[src/verilog/line_ctl_defines.vh]
// Constants for the line activation command decoder
`ifndef LINE_CTL_DEFINES_VH
`define LINE_CTL_DEFINES_VH
// Command codes (8 bits, chosen)
`define CMD_POWER_ON 8'h20
`define CMD_POWER_OFF 8'h00
`define CMD_ACT_REQ 8'h03
`define CMD_DEACT_REQ 8'h0f
`define CMD_FORCED_TEST 8'h01
`define CMD_MONITOR 8'h1b
`define CMD_NET_ADAPT 8'h04
`define CMD_NET_FIXED 8'h14
`define CMD_TERM_MASTER 8'h08
`define CMD_TERM_SLAVE 8'h09
`define CMD_D_CHANNEL_REQUEST_CMD 8'h0a
`define CMD_FMT_BASE 8'h40
`define CMD_RATE_BASE 8'h90
`define CMD_NOP 8'hff
// Status codes returned on the serial port
`define ST_NONE 8'h00
`define ST_EOM 8'h06
`define ST_COLLISION 8'h07
`define ST_ACTIVATED 8'h0c
`define ST_ERROR 8'h0e
`define ST_PENDING 8'h08
`define ST_DEACTIVATED 8'h0f
// Mode field codes
`define MODE_NET_ADAPT 2'h0
`define MODE_NET_FIXED 2'h1
`define MODE_TERM_MASTER 2'h2
`define MODE_TERM_SLAVE 2'h3
// Event vector bit positions, lower index reported first
`define EV_PENDING 0
`define EV_ACTIVATED 1
`define EV_DEACTIVATED 2
`define EV_ERROR 3
`define EV_COLLISION 4
`define EV_EOM 5
`define EV_COUNT 6
`endif

[src/verilog/line_activation_command_control.v]
// Control instruction decoder for a basic-access line transceiver
//
// Functional notes
// - Power-on enables analog, oscillator, resets deactivated
// - Power-on inhibits line signal detect
// - Power-off goes low power at once
// - Deactivation request runs deactivation sequence
// - Forced test frame: network, activated, sends frame2
// - Frame 3 during test: pending, no data
// - Monitor mode activates on frame 3, master
// - Network modes: interface slave to outside clocks
// - Network fixed mode disables receive phase loop
// - Terminal master drives clocks, D access enabled
// - Terminal slave: D transparent, requests ignored
// - Format selection applies matching default rate
// - Rate commands change current format's rate
// - Echo mismatch during packet raises collision, in terminal master mode only
// - Successful activation raises activated event
// - Frame alignment loss raises error event
// - Pending event signals line trying to activate
module line_activation_command_control (
   // Clock and reset
   input wire clock,
   input wire reset,
   // Serial control port
   input wire ctl_clk,
   input wire ctl_sel_n,
   input wire ctl_din,
   output reg ctl_dout,
   // Line receiver status, from the analog side
   input wire rx_frame3,
   input wire rx_frame4,
   input wire rx_frame_align,
   input wire rx_line_signal,
   // D channel status, same clock domain
   input wire d_packet_active,
   input wire d_echo_bit,
   input wire d_tx_bit,
   input wire d_echo_strobe,
   input wire d_packet_done,
   // Power and line control
   output reg analog_enable,
   output reg osc_enable,
   output reg line_signal_detect,
   output reg send_frame2,
   output reg send_frame4,
   output reg data_tx_enable,
   // Mode outputs
   output reg iface_master,
   output reg receive_phase_loop_en,
   output reg d_access_enable,
   output reg d_transparent,
   output reg d_access_strobe_sclk,
   output reg d_channel_request,
   output reg monitor_active,
   output reg [1:0] iface_format,
   output reg [1:0] bit_rate
);
`include "line_ctl_defines.vh"

   localparam [3:0] ST_OFF = 4'h1;
   localparam [3:0] ST_DEACT = 4'h2;
   localparam [3:0] ST_PEND = 4'h4;
   localparam [3:0] ST_ACTIVE = 4'h8;

   // Synchronisers for pins from other domains
   reg [1:0] clk_s_r, sel_s_r, din_s_r, f3_s_r, f4_s_r, al_s_r, ls_s_r;
   reg clk_d_r;
   always @(posedge clock or posedge reset) begin
      if (reset) begin
         clk_s_r <= 2'h0;
         sel_s_r <= 2'h3;
         din_s_r <= 2'h0;
         f3_s_r <= 2'h0;
         f4_s_r <= 2'h0;
         al_s_r <= 2'h0;
         ls_s_r <= 2'h0;
         clk_d_r <= 1'b0;
      end else begin
         clk_s_r <= {clk_s_r[0], ctl_clk};
         sel_s_r <= {sel_s_r[0], ctl_sel_n};
         din_s_r <= {din_s_r[0], ctl_din};
         f3_s_r <= {f3_s_r[0], rx_frame3};
         f4_s_r <= {f4_s_r[0], rx_frame4};
         al_s_r <= {al_s_r[0], rx_frame_align};
         ls_s_r <= {ls_s_r[0], rx_line_signal};
         clk_d_r <= clk_s_r[1];
      end
   end
   wire sclk_rise = clk_s_r[1] & ~clk_d_r;
   wire sclk_fall = ~clk_s_r[1] & clk_d_r;
   wire selected = ~sel_s_r[1];
   wire frame3 = f3_s_r[1];
   wire frame4 = f4_s_r[1];
   wire aligned = al_s_r[1];

   // Serial shift: command in on rising edge, status out on falling edge
   reg [7:0] shift_in_r, shift_out_r;
   reg [2:0] bit_cnt_r;
   reg cmd_valid_r, sel_d_r;
   reg [7:0] cmd_r;
   wire sel_start = selected & ~sel_d_r;
   always @(posedge clock or posedge reset) begin
      if (reset) begin
         shift_in_r <= 8'h00;
         bit_cnt_r <= 3'h0;
         cmd_valid_r <= 1'b0;
         cmd_r <= 8'h00;
         sel_d_r <= 1'b0;
      end else begin
         sel_d_r <= selected;
         cmd_valid_r <= 1'b0;
         if (!selected) begin
            bit_cnt_r <= 3'h0;
         end else if (sclk_rise) begin
            shift_in_r <= {shift_in_r[6:0], din_s_r[1]};
            bit_cnt_r <= bit_cnt_r + 3'h1;
            if (bit_cnt_r == 3'h7) begin
               cmd_r <= {shift_in_r[6:0], din_s_r[1]};
               cmd_valid_r <= 1'b1;
            end
         end
      end
   end

   // Event flags: set wins over clear
   reg [`EV_COUNT-1:0] ev_r, ev_set;
   reg [`EV_COUNT-1:0] ev_clr;
   reg [7:0] status_code;
   integer i;
   always @* begin
      status_code = `ST_NONE;
      ev_clr = {`EV_COUNT{1'b0}};
      for (i = `EV_COUNT - 1; i >= 0; i = i - 1) begin
         if (ev_r[i]) begin
            ev_clr = {`EV_COUNT{1'b0}};
            ev_clr[i] = 1'b1;
            case (i)
               `EV_PENDING: status_code = `ST_PENDING;
               `EV_ACTIVATED: status_code = `ST_ACTIVATED;
               `EV_DEACTIVATED: status_code = `ST_DEACTIVATED;
               `EV_ERROR: status_code = `ST_ERROR;
               `EV_COLLISION: status_code = `ST_COLLISION;
               default: status_code = `ST_EOM;
            endcase
         end
      end
   end

   // Status byte loaded at select, shifted out on falling edges
   always @(posedge clock or posedge reset) begin
      if (reset) begin
         shift_out_r <= 8'h00;
         ctl_dout <= 1'b0;
      end else if (sel_start) begin
         shift_out_r <= {status_code[6:0], 1'b0};
         ctl_dout <= status_code[7];
      end else if (selected && sclk_fall) begin
         ctl_dout <= shift_out_r[7];
         shift_out_r <= {shift_out_r[6:0], 1'b0};
      end
   end

   always @(posedge clock or posedge reset) begin
      if (reset)
         ev_r <= {`EV_COUNT{1'b0}};
      else
         ev_r <= (ev_r & ~(sel_start ? ev_clr : {`EV_COUNT{1'b0}})) | ev_set;
   end

   // Activation state and configuration
   reg [3:0] state_r, state_nxt;
   reg [1:0] mode_r;
   reg forced_r, monitor_r, act_req_r, aligned_d_r;
   wire is_net = (mode_r == `MODE_NET_ADAPT) || (mode_r == `MODE_NET_FIXED);
   // Low two bits carry the choice; masking keeps both sides of the compare at 8 bits
   wire cmd_fmt = cmd_valid_r && ((cmd_r & 8'hfc) == `CMD_FMT_BASE);
   wire cmd_rate = cmd_valid_r && ((cmd_r & 8'hfc) == `CMD_RATE_BASE);
   wire cmd_is = cmd_valid_r;
   wire c_on = cmd_is && cmd_r == `CMD_POWER_ON;
   wire c_off = cmd_is && cmd_r == `CMD_POWER_OFF;
   wire c_ar = cmd_is && cmd_r == `CMD_ACT_REQ;
   wire c_dr = cmd_is && cmd_r == `CMD_DEACT_REQ;
   wire c_fi = cmd_is && cmd_r == `CMD_FORCED_TEST;
   wire c_mm = cmd_is && cmd_r == `CMD_MONITOR;
   // Frame the far end should be sending us to complete activation
   wire far_ok = (is_net || monitor_r) ? frame3 : frame4;

   // Next activation state
   always @* begin
      state_nxt = state_r;
      case (state_r)
         ST_OFF: begin
            if (c_on)
               state_nxt = ST_DEACT;
         end
         ST_DEACT: begin
            // A refused monitor command must not start activation either
            if (c_ar || (c_mm && mode_r == `MODE_TERM_MASTER))
               state_nxt = ST_PEND;
         end
         ST_PEND: begin
            if (far_ok && aligned)
               state_nxt = ST_ACTIVE;
         end
         ST_ACTIVE: begin
            if (c_ar && forced_r)
               state_nxt = ST_ACTIVE;
         end
         default: state_nxt = ST_DEACT;
      endcase
      if (c_dr && state_r != ST_OFF)
         state_nxt = ST_DEACT;
      if (c_off)
         state_nxt = ST_OFF;
   end

   always @(posedge clock or posedge reset) begin
      if (reset) begin
         state_r <= ST_OFF;
         mode_r <= `MODE_NET_ADAPT;
         forced_r <= 1'b0;
         monitor_r <= 1'b0;
         act_req_r <= 1'b0;
         aligned_d_r <= 1'b0;
         iface_format <= 2'h0;
         bit_rate <= 2'h0;
         d_channel_request <= 1'b0;
      end else begin
         state_r <= state_nxt;
         aligned_d_r <= aligned;
         if (cmd_valid_r) begin
            case (cmd_r)
               `CMD_NET_ADAPT: mode_r <= `MODE_NET_ADAPT;
               `CMD_NET_FIXED: mode_r <= `MODE_NET_FIXED;
               `CMD_TERM_MASTER: mode_r <= `MODE_TERM_MASTER;
               `CMD_TERM_SLAVE: mode_r <= `MODE_TERM_SLAVE;
               default: mode_r <= mode_r;
            endcase
         end
         if (cmd_fmt) begin
            iface_format <= cmd_r[1:0];
            bit_rate <= cmd_r[1:0];
         end
         if (cmd_rate)
            bit_rate <= cmd_r[1:0];
         d_channel_request <= cmd_is && cmd_r == `CMD_D_CHANNEL_REQUEST_CMD && mode_r == `MODE_TERM_MASTER;
         if (c_fi && is_net && state_r == ST_ACTIVE)
            forced_r <= 1'b1;
         else if (c_ar || state_nxt != ST_ACTIVE)
            forced_r <= 1'b0;
         if (c_mm && mode_r == `MODE_TERM_MASTER)
            monitor_r <= 1'b1;
         else if (c_off || c_dr || c_on)
            monitor_r <= 1'b0;
         if (c_ar)
            act_req_r <= 1'b1;
         else if (state_nxt != ST_PEND && state_nxt != ST_ACTIVE)
            act_req_r <= 1'b0;
      end
   end

   // Event sources
   always @* begin
      ev_set = {`EV_COUNT{1'b0}};
      ev_set[`EV_PENDING] = (state_r == ST_DEACT && (frame3 || frame4) && !is_net) ||
                            (state_r == ST_DEACT && frame3 && is_net);
      if (c_fi && is_net && state_r == ST_ACTIVE && frame3)
         ev_set[`EV_PENDING] = 1'b1;
      ev_set[`EV_ACTIVATED] = state_r == ST_PEND && state_nxt == ST_ACTIVE && (act_req_r || monitor_r);
      ev_set[`EV_DEACTIVATED] = state_r == ST_ACTIVE && state_nxt == ST_DEACT;
      ev_set[`EV_ERROR] = state_r == ST_ACTIVE && aligned_d_r && !aligned;
      ev_set[`EV_COLLISION] = d_packet_active && d_echo_strobe && (d_echo_bit != d_tx_bit) &&
                              mode_r == `MODE_TERM_MASTER;
      ev_set[`EV_EOM] = d_packet_done && mode_r == `MODE_TERM_MASTER;
   end

   // Registered outputs decoded from state and mode
   always @(posedge clock or posedge reset) begin
      if (reset) begin
         analog_enable <= 1'b0;
         osc_enable <= 1'b0;
         line_signal_detect <= 1'b0;
         send_frame2 <= 1'b0;
         send_frame4 <= 1'b0;
         data_tx_enable <= 1'b0;
         iface_master <= 1'b0;
         receive_phase_loop_en <= 1'b1;
         d_access_enable <= 1'b0;
         d_transparent <= 1'b0;
         d_access_strobe_sclk <= 1'b0;
         monitor_active <= 1'b0;
      end else begin
         analog_enable <= state_r != ST_OFF;
         osc_enable <= state_r != ST_OFF;
         line_signal_detect <= state_r == ST_OFF && ls_s_r[1];
         send_frame2 <= is_net && ((state_r == ST_PEND) || (state_r == ST_ACTIVE && forced_r));
         send_frame4 <= is_net && state_r == ST_ACTIVE && !forced_r;
         data_tx_enable <= state_r == ST_ACTIVE && !forced_r;
         iface_master <= mode_r == `MODE_TERM_MASTER;
         receive_phase_loop_en <= mode_r != `MODE_NET_FIXED;
         d_access_enable <= mode_r == `MODE_TERM_MASTER;
         d_transparent <= mode_r == `MODE_TERM_SLAVE;
         d_access_strobe_sclk <= mode_r == `MODE_TERM_SLAVE;
         // Gated by mode so a later mode change drops monitor with master
         monitor_active <= monitor_r && mode_r == `MODE_TERM_MASTER;
      end
   end
endmodule // line_activation_command_control

[config.mk]
export PLATFORM = sky130hd
export DESIGN_NAME = line_activation_command_control
export DESIGN_NICKNAME = d
export VERILOG_FILES = /design/src/verilog/line_activation_command_control.v
export VERILOG_INCLUDE_DIRS = /design/src /design/src/verilog
export SDC_FILE = /design/constraint.sdc
export NUM_CORES = 1
export LEC_CHECK = 0
export BUFFER_PORTS_ARGS = -buffer_cell sky130_fd_sc_hd__buf_4
export CAP_MARGIN = 20
export CORE_MARGIN = 5
export CORE_UTILIZATION = 60
export CTS_BUF_LIST = sky130_fd_sc_hd__clkbuf_8
export CTS_CLUSTER_SIZE = 12
export DETAILED_ROUTE_END_ITERATION = 10
export PLACE_DENSITY = 0.92
export SYNTH_ARGS = -nofsm -noshare
export SYNTH_HDL_FRONTEND = slang
export SYNTH_SLANG_ARGS = --single-unit
[constraint.sdc]
create_clock -name clock -period 3.11 [get_ports clock]
set_clock_uncertainty 0.05 [all_clocks]
set_input_delay 0.933 -clock clock [delete_from_list [all_inputs] [get_ports clock]]
set_output_delay 0.933 -clock clock [all_outputs]
set_load 0.005 [all_outputs]
==> metrics.yaml <==
cells_and_area:
  seq_area_mm2: 0.00183
  finalNetCount: 292
  antenna_cells: 0
  fill_cells: 341
  multi_input_area_mm2: 0.00104
  area_delta_synth_final_pct: 15.6
  instances_no_fill: 348
  drive_above_1_share_pct: 29.9
clock_tree:
  cts.sinks: 73
  ctsResizeCount: 0
  clkLatencyLatePin_ps: 340
  cts_tree: "yes"
  cts_buffers: 9
  holdBufCountCts: 0
  ctsRootBufferMaster: "clkbuf_8"
  cts_setup_buffers: 0
  clk_path_buf_depth: 2
  htreeDepth: 3
  cts.clk_slew.worst_paths_ps: 70
yosys:
  ys_seq_area_share_pct: 61.5
  synth.area.top_cells: "dfrtp_1 58%, mux2_2 7.2%, dfstp_2 3.5%, nand2_1 2.8%, mux2i_1 2.4%"
  synth_edf_count: 0
  ys_ff_latch: 73
  synthTopCellsByCount: "69 x dfrtp_1, 22 x nand2_1, 19 x mux2_2"
  yosys_warnings: 0
  yosys.area.top_type_share_pct: 58.0
  synth_area_leader_cell: "dfrtp_1"
  synth_cell_types: 51
  syn-num-nets: 257
  synth-async-reset-ratio_pct: 100
  synth_ff_type: "dfrtp_1"
  syn-instance-count: 241
  yosysMostFrequentCell: "dfrtp_1"
  syn_area_mm2: 0.00298
  avgSynthCellArea_um2: 12.4
floorplanning:
  fp.dieW_um: 80.4
  start_util_pct: 62.6
  fp.dieH_um: 80.4
  fp-row-count: 25
  ios: 32
  core-area_mm2: 0.00475
  die-area_mm2: 0.00647
routing:
  wirelength_mm: 5.50
  drc: 0
  drt.antenna.violating_nets: 0
  firstDrtPassIters: 4
  first_iter_violations: 133
  via_per_inst: 5.70
  met1Wirelength_mm: 2.34
  met2_length_mm: 2.64
  met3_length_um: 275
  dr_total_vias: 1983
  top_layer_used: "met4"
  avgRoutedWirePerCell_um: 15.8
worst_setup_path:
  arrival_ps: 2510
  cp-end-kind: "flop"
  worstSetupPathType: "flop to flop"
  reg2reg_depth: 5
  crit-reg2reg-launch: "state_r[0]"
  r2r_end: "ev_r[1]"
  startpoint_type: "flop"
  cp.required_ps: 3340
  r2r_slack_ps: 830
  worstPathMaxFanout: 6
sta:
  slew_headroom_pct: 41.9
  slew_viol_final: 0
  min_period_ps: 2280
  fmax_mhz: 438
  fin_crit_sh_pct: 73.4
  grt_setup_unrepaired: "false"
  worst_pin_slew_ps: 859
  hold_viol_final: 0
  setup_violations: 0
  fin_setup_tns_ps: 0
hold_path:
  holdPathStages: 0
  hold-path-endpoint: "din_s_r[1]"
  hp-class: "flop to flop"
  min_from: "din_s_r[0]"
power_and_ir_drop:
  ir_drop_uv: 331
  p_per_area_mw_per_mm2: 536
  power.total_uw: 1850
  p_leak_uw: 0.00167
global_route:
  grt_max_degree: 29
  grt_pass1_wl_mm: 9.69
  grt_overflow: 0
  grtUsageTotal_pct: 20.1
  antenna_found_initial: 0
  grt_pass1_vias: 2050
flow_run:
  max_cap_violations: 0
placement:
  place.gp.congestion: 0.887
  port_buffers: 31
  dp_hpwl_mm: 3.71
  dp_cells: 332
outcome:
  status: "completed"
[worst max path at each step]
stage / from / slack [ps] / to
final: state_r[0] / 830 / ev_r[1]
after global routing: state_r[0] / 670 / ev_r[1]
after CTS: state_r[0] / 870 / ev_r[1]
after detailed placement: state_r[0] / 880 / ev_r[1]
after global placement: state_r[0] / 1030 / ev_r[1]
after floorplan: reset / 280 / act_req_r
[worst max-delay path, stage by stage, from the launching register on]
cell and delay (ps):
dfstp_2 580, nor4b_1 710, inv_1 190, a21oi_1 350
o2111ai_1 200, nand2_1 140
[area by class of cell]
cell class	count	share of cell area, %
flip-flops and latches	73	53.2
clock buffers	13	5.20
multi-input cells	150	30.2
clock inverters	3	0.400
inverters	6	0.654
repair buffers	36	7.85
well taps	67	2.44
[flip-flops by register name (all words and copies together) (netlist names), 3 cells and up]
| name | count |
|---|---|
| shift_in_r | 7 |
| state_r | 4 |
| shift_out_r | 7 |
| cmd_r | 8 |
| ev_r | 6 |
| bit_cnt_r | 3 |
[where the power goes]
group | total (uW) | internal [uW] | leakage (uW) | switching (uW)
sequential | 1050 | 1010 | 0.000937 | 39.5
clock | 694 | 371 | 0.000107 | 323
combinational | 103 | 56.5 | 0.000622 | 46.3
total | 1850 | 1440 | 0.00167 | 409
[stage by stage]
stage,setup WS (ps),utilization (%),area (um^2),hold WS (ps)
floorplan,280,-,2980,281
global placement,1030,68.3,3250,282
detailed placement,881,68.3,3250,285
CTS,870,72.4,3440,300
global route,667,72.4,3440,309
finish,829,72.4,3440,300
[layer usage]
metal | vias to the layer above | global-route usage, %
met5 | - | 0
met4 | 0 | 15.9
met3 | 24 | 3.92
met2 | 78 | 30.5
met1 | 964 | 25.2
li1 | 917 | -
[placed cells by master, fill, tap and decap left out, types with 2 or more instances in the layout]
| cell | n |
|---|---|
| mux2_2 | 19 |
| ha_1 | 2 |
| nor2_1 | 16 |
| dfstp_2 | 4 |
| nor2b_1 | 5 |
| mux2i_1 | 7 |
| and3_1 | 2 |
| clkbuf_8 | 13 |
| nor4_1 | 2 |
| clkinv_2 | 2 |
| nor4b_1 | 4 |
| o21ai_0 | 13 |
| or3_4 | 2 |
| xor2_1 | 2 |
| and2_1 | 5 |
| nand3_1 | 4 |
| a21oi_1 | 5 |
| nand2_1 | 22 |
| inv_1 | 6 |
| buf_4 | 36 |
| nand2b_1 | 3 |
| dfrtp_1 | 69 |
| nand4_1 | 3 |
| nor3_1 | 4 |
| nor3b_1 | 2 |
| a22o_1 | 5 |
[kinds of logic after synthesis]
family | count (synthesis) | synth area share, %
flip-flops | 73 | 61.5
buffers and inverters | 18 | 3.49
multiplexers | 26 | 9.54
AND/OR/NAND/NOR | 83 | 15.8
AO/OA/AOI/OAI | 36 | 7.90
adder cells (fa/ha/maj) | 2 | 0.841
XOR/XNOR | 3 | 0.883
Power figures use the tool's default switching activity.
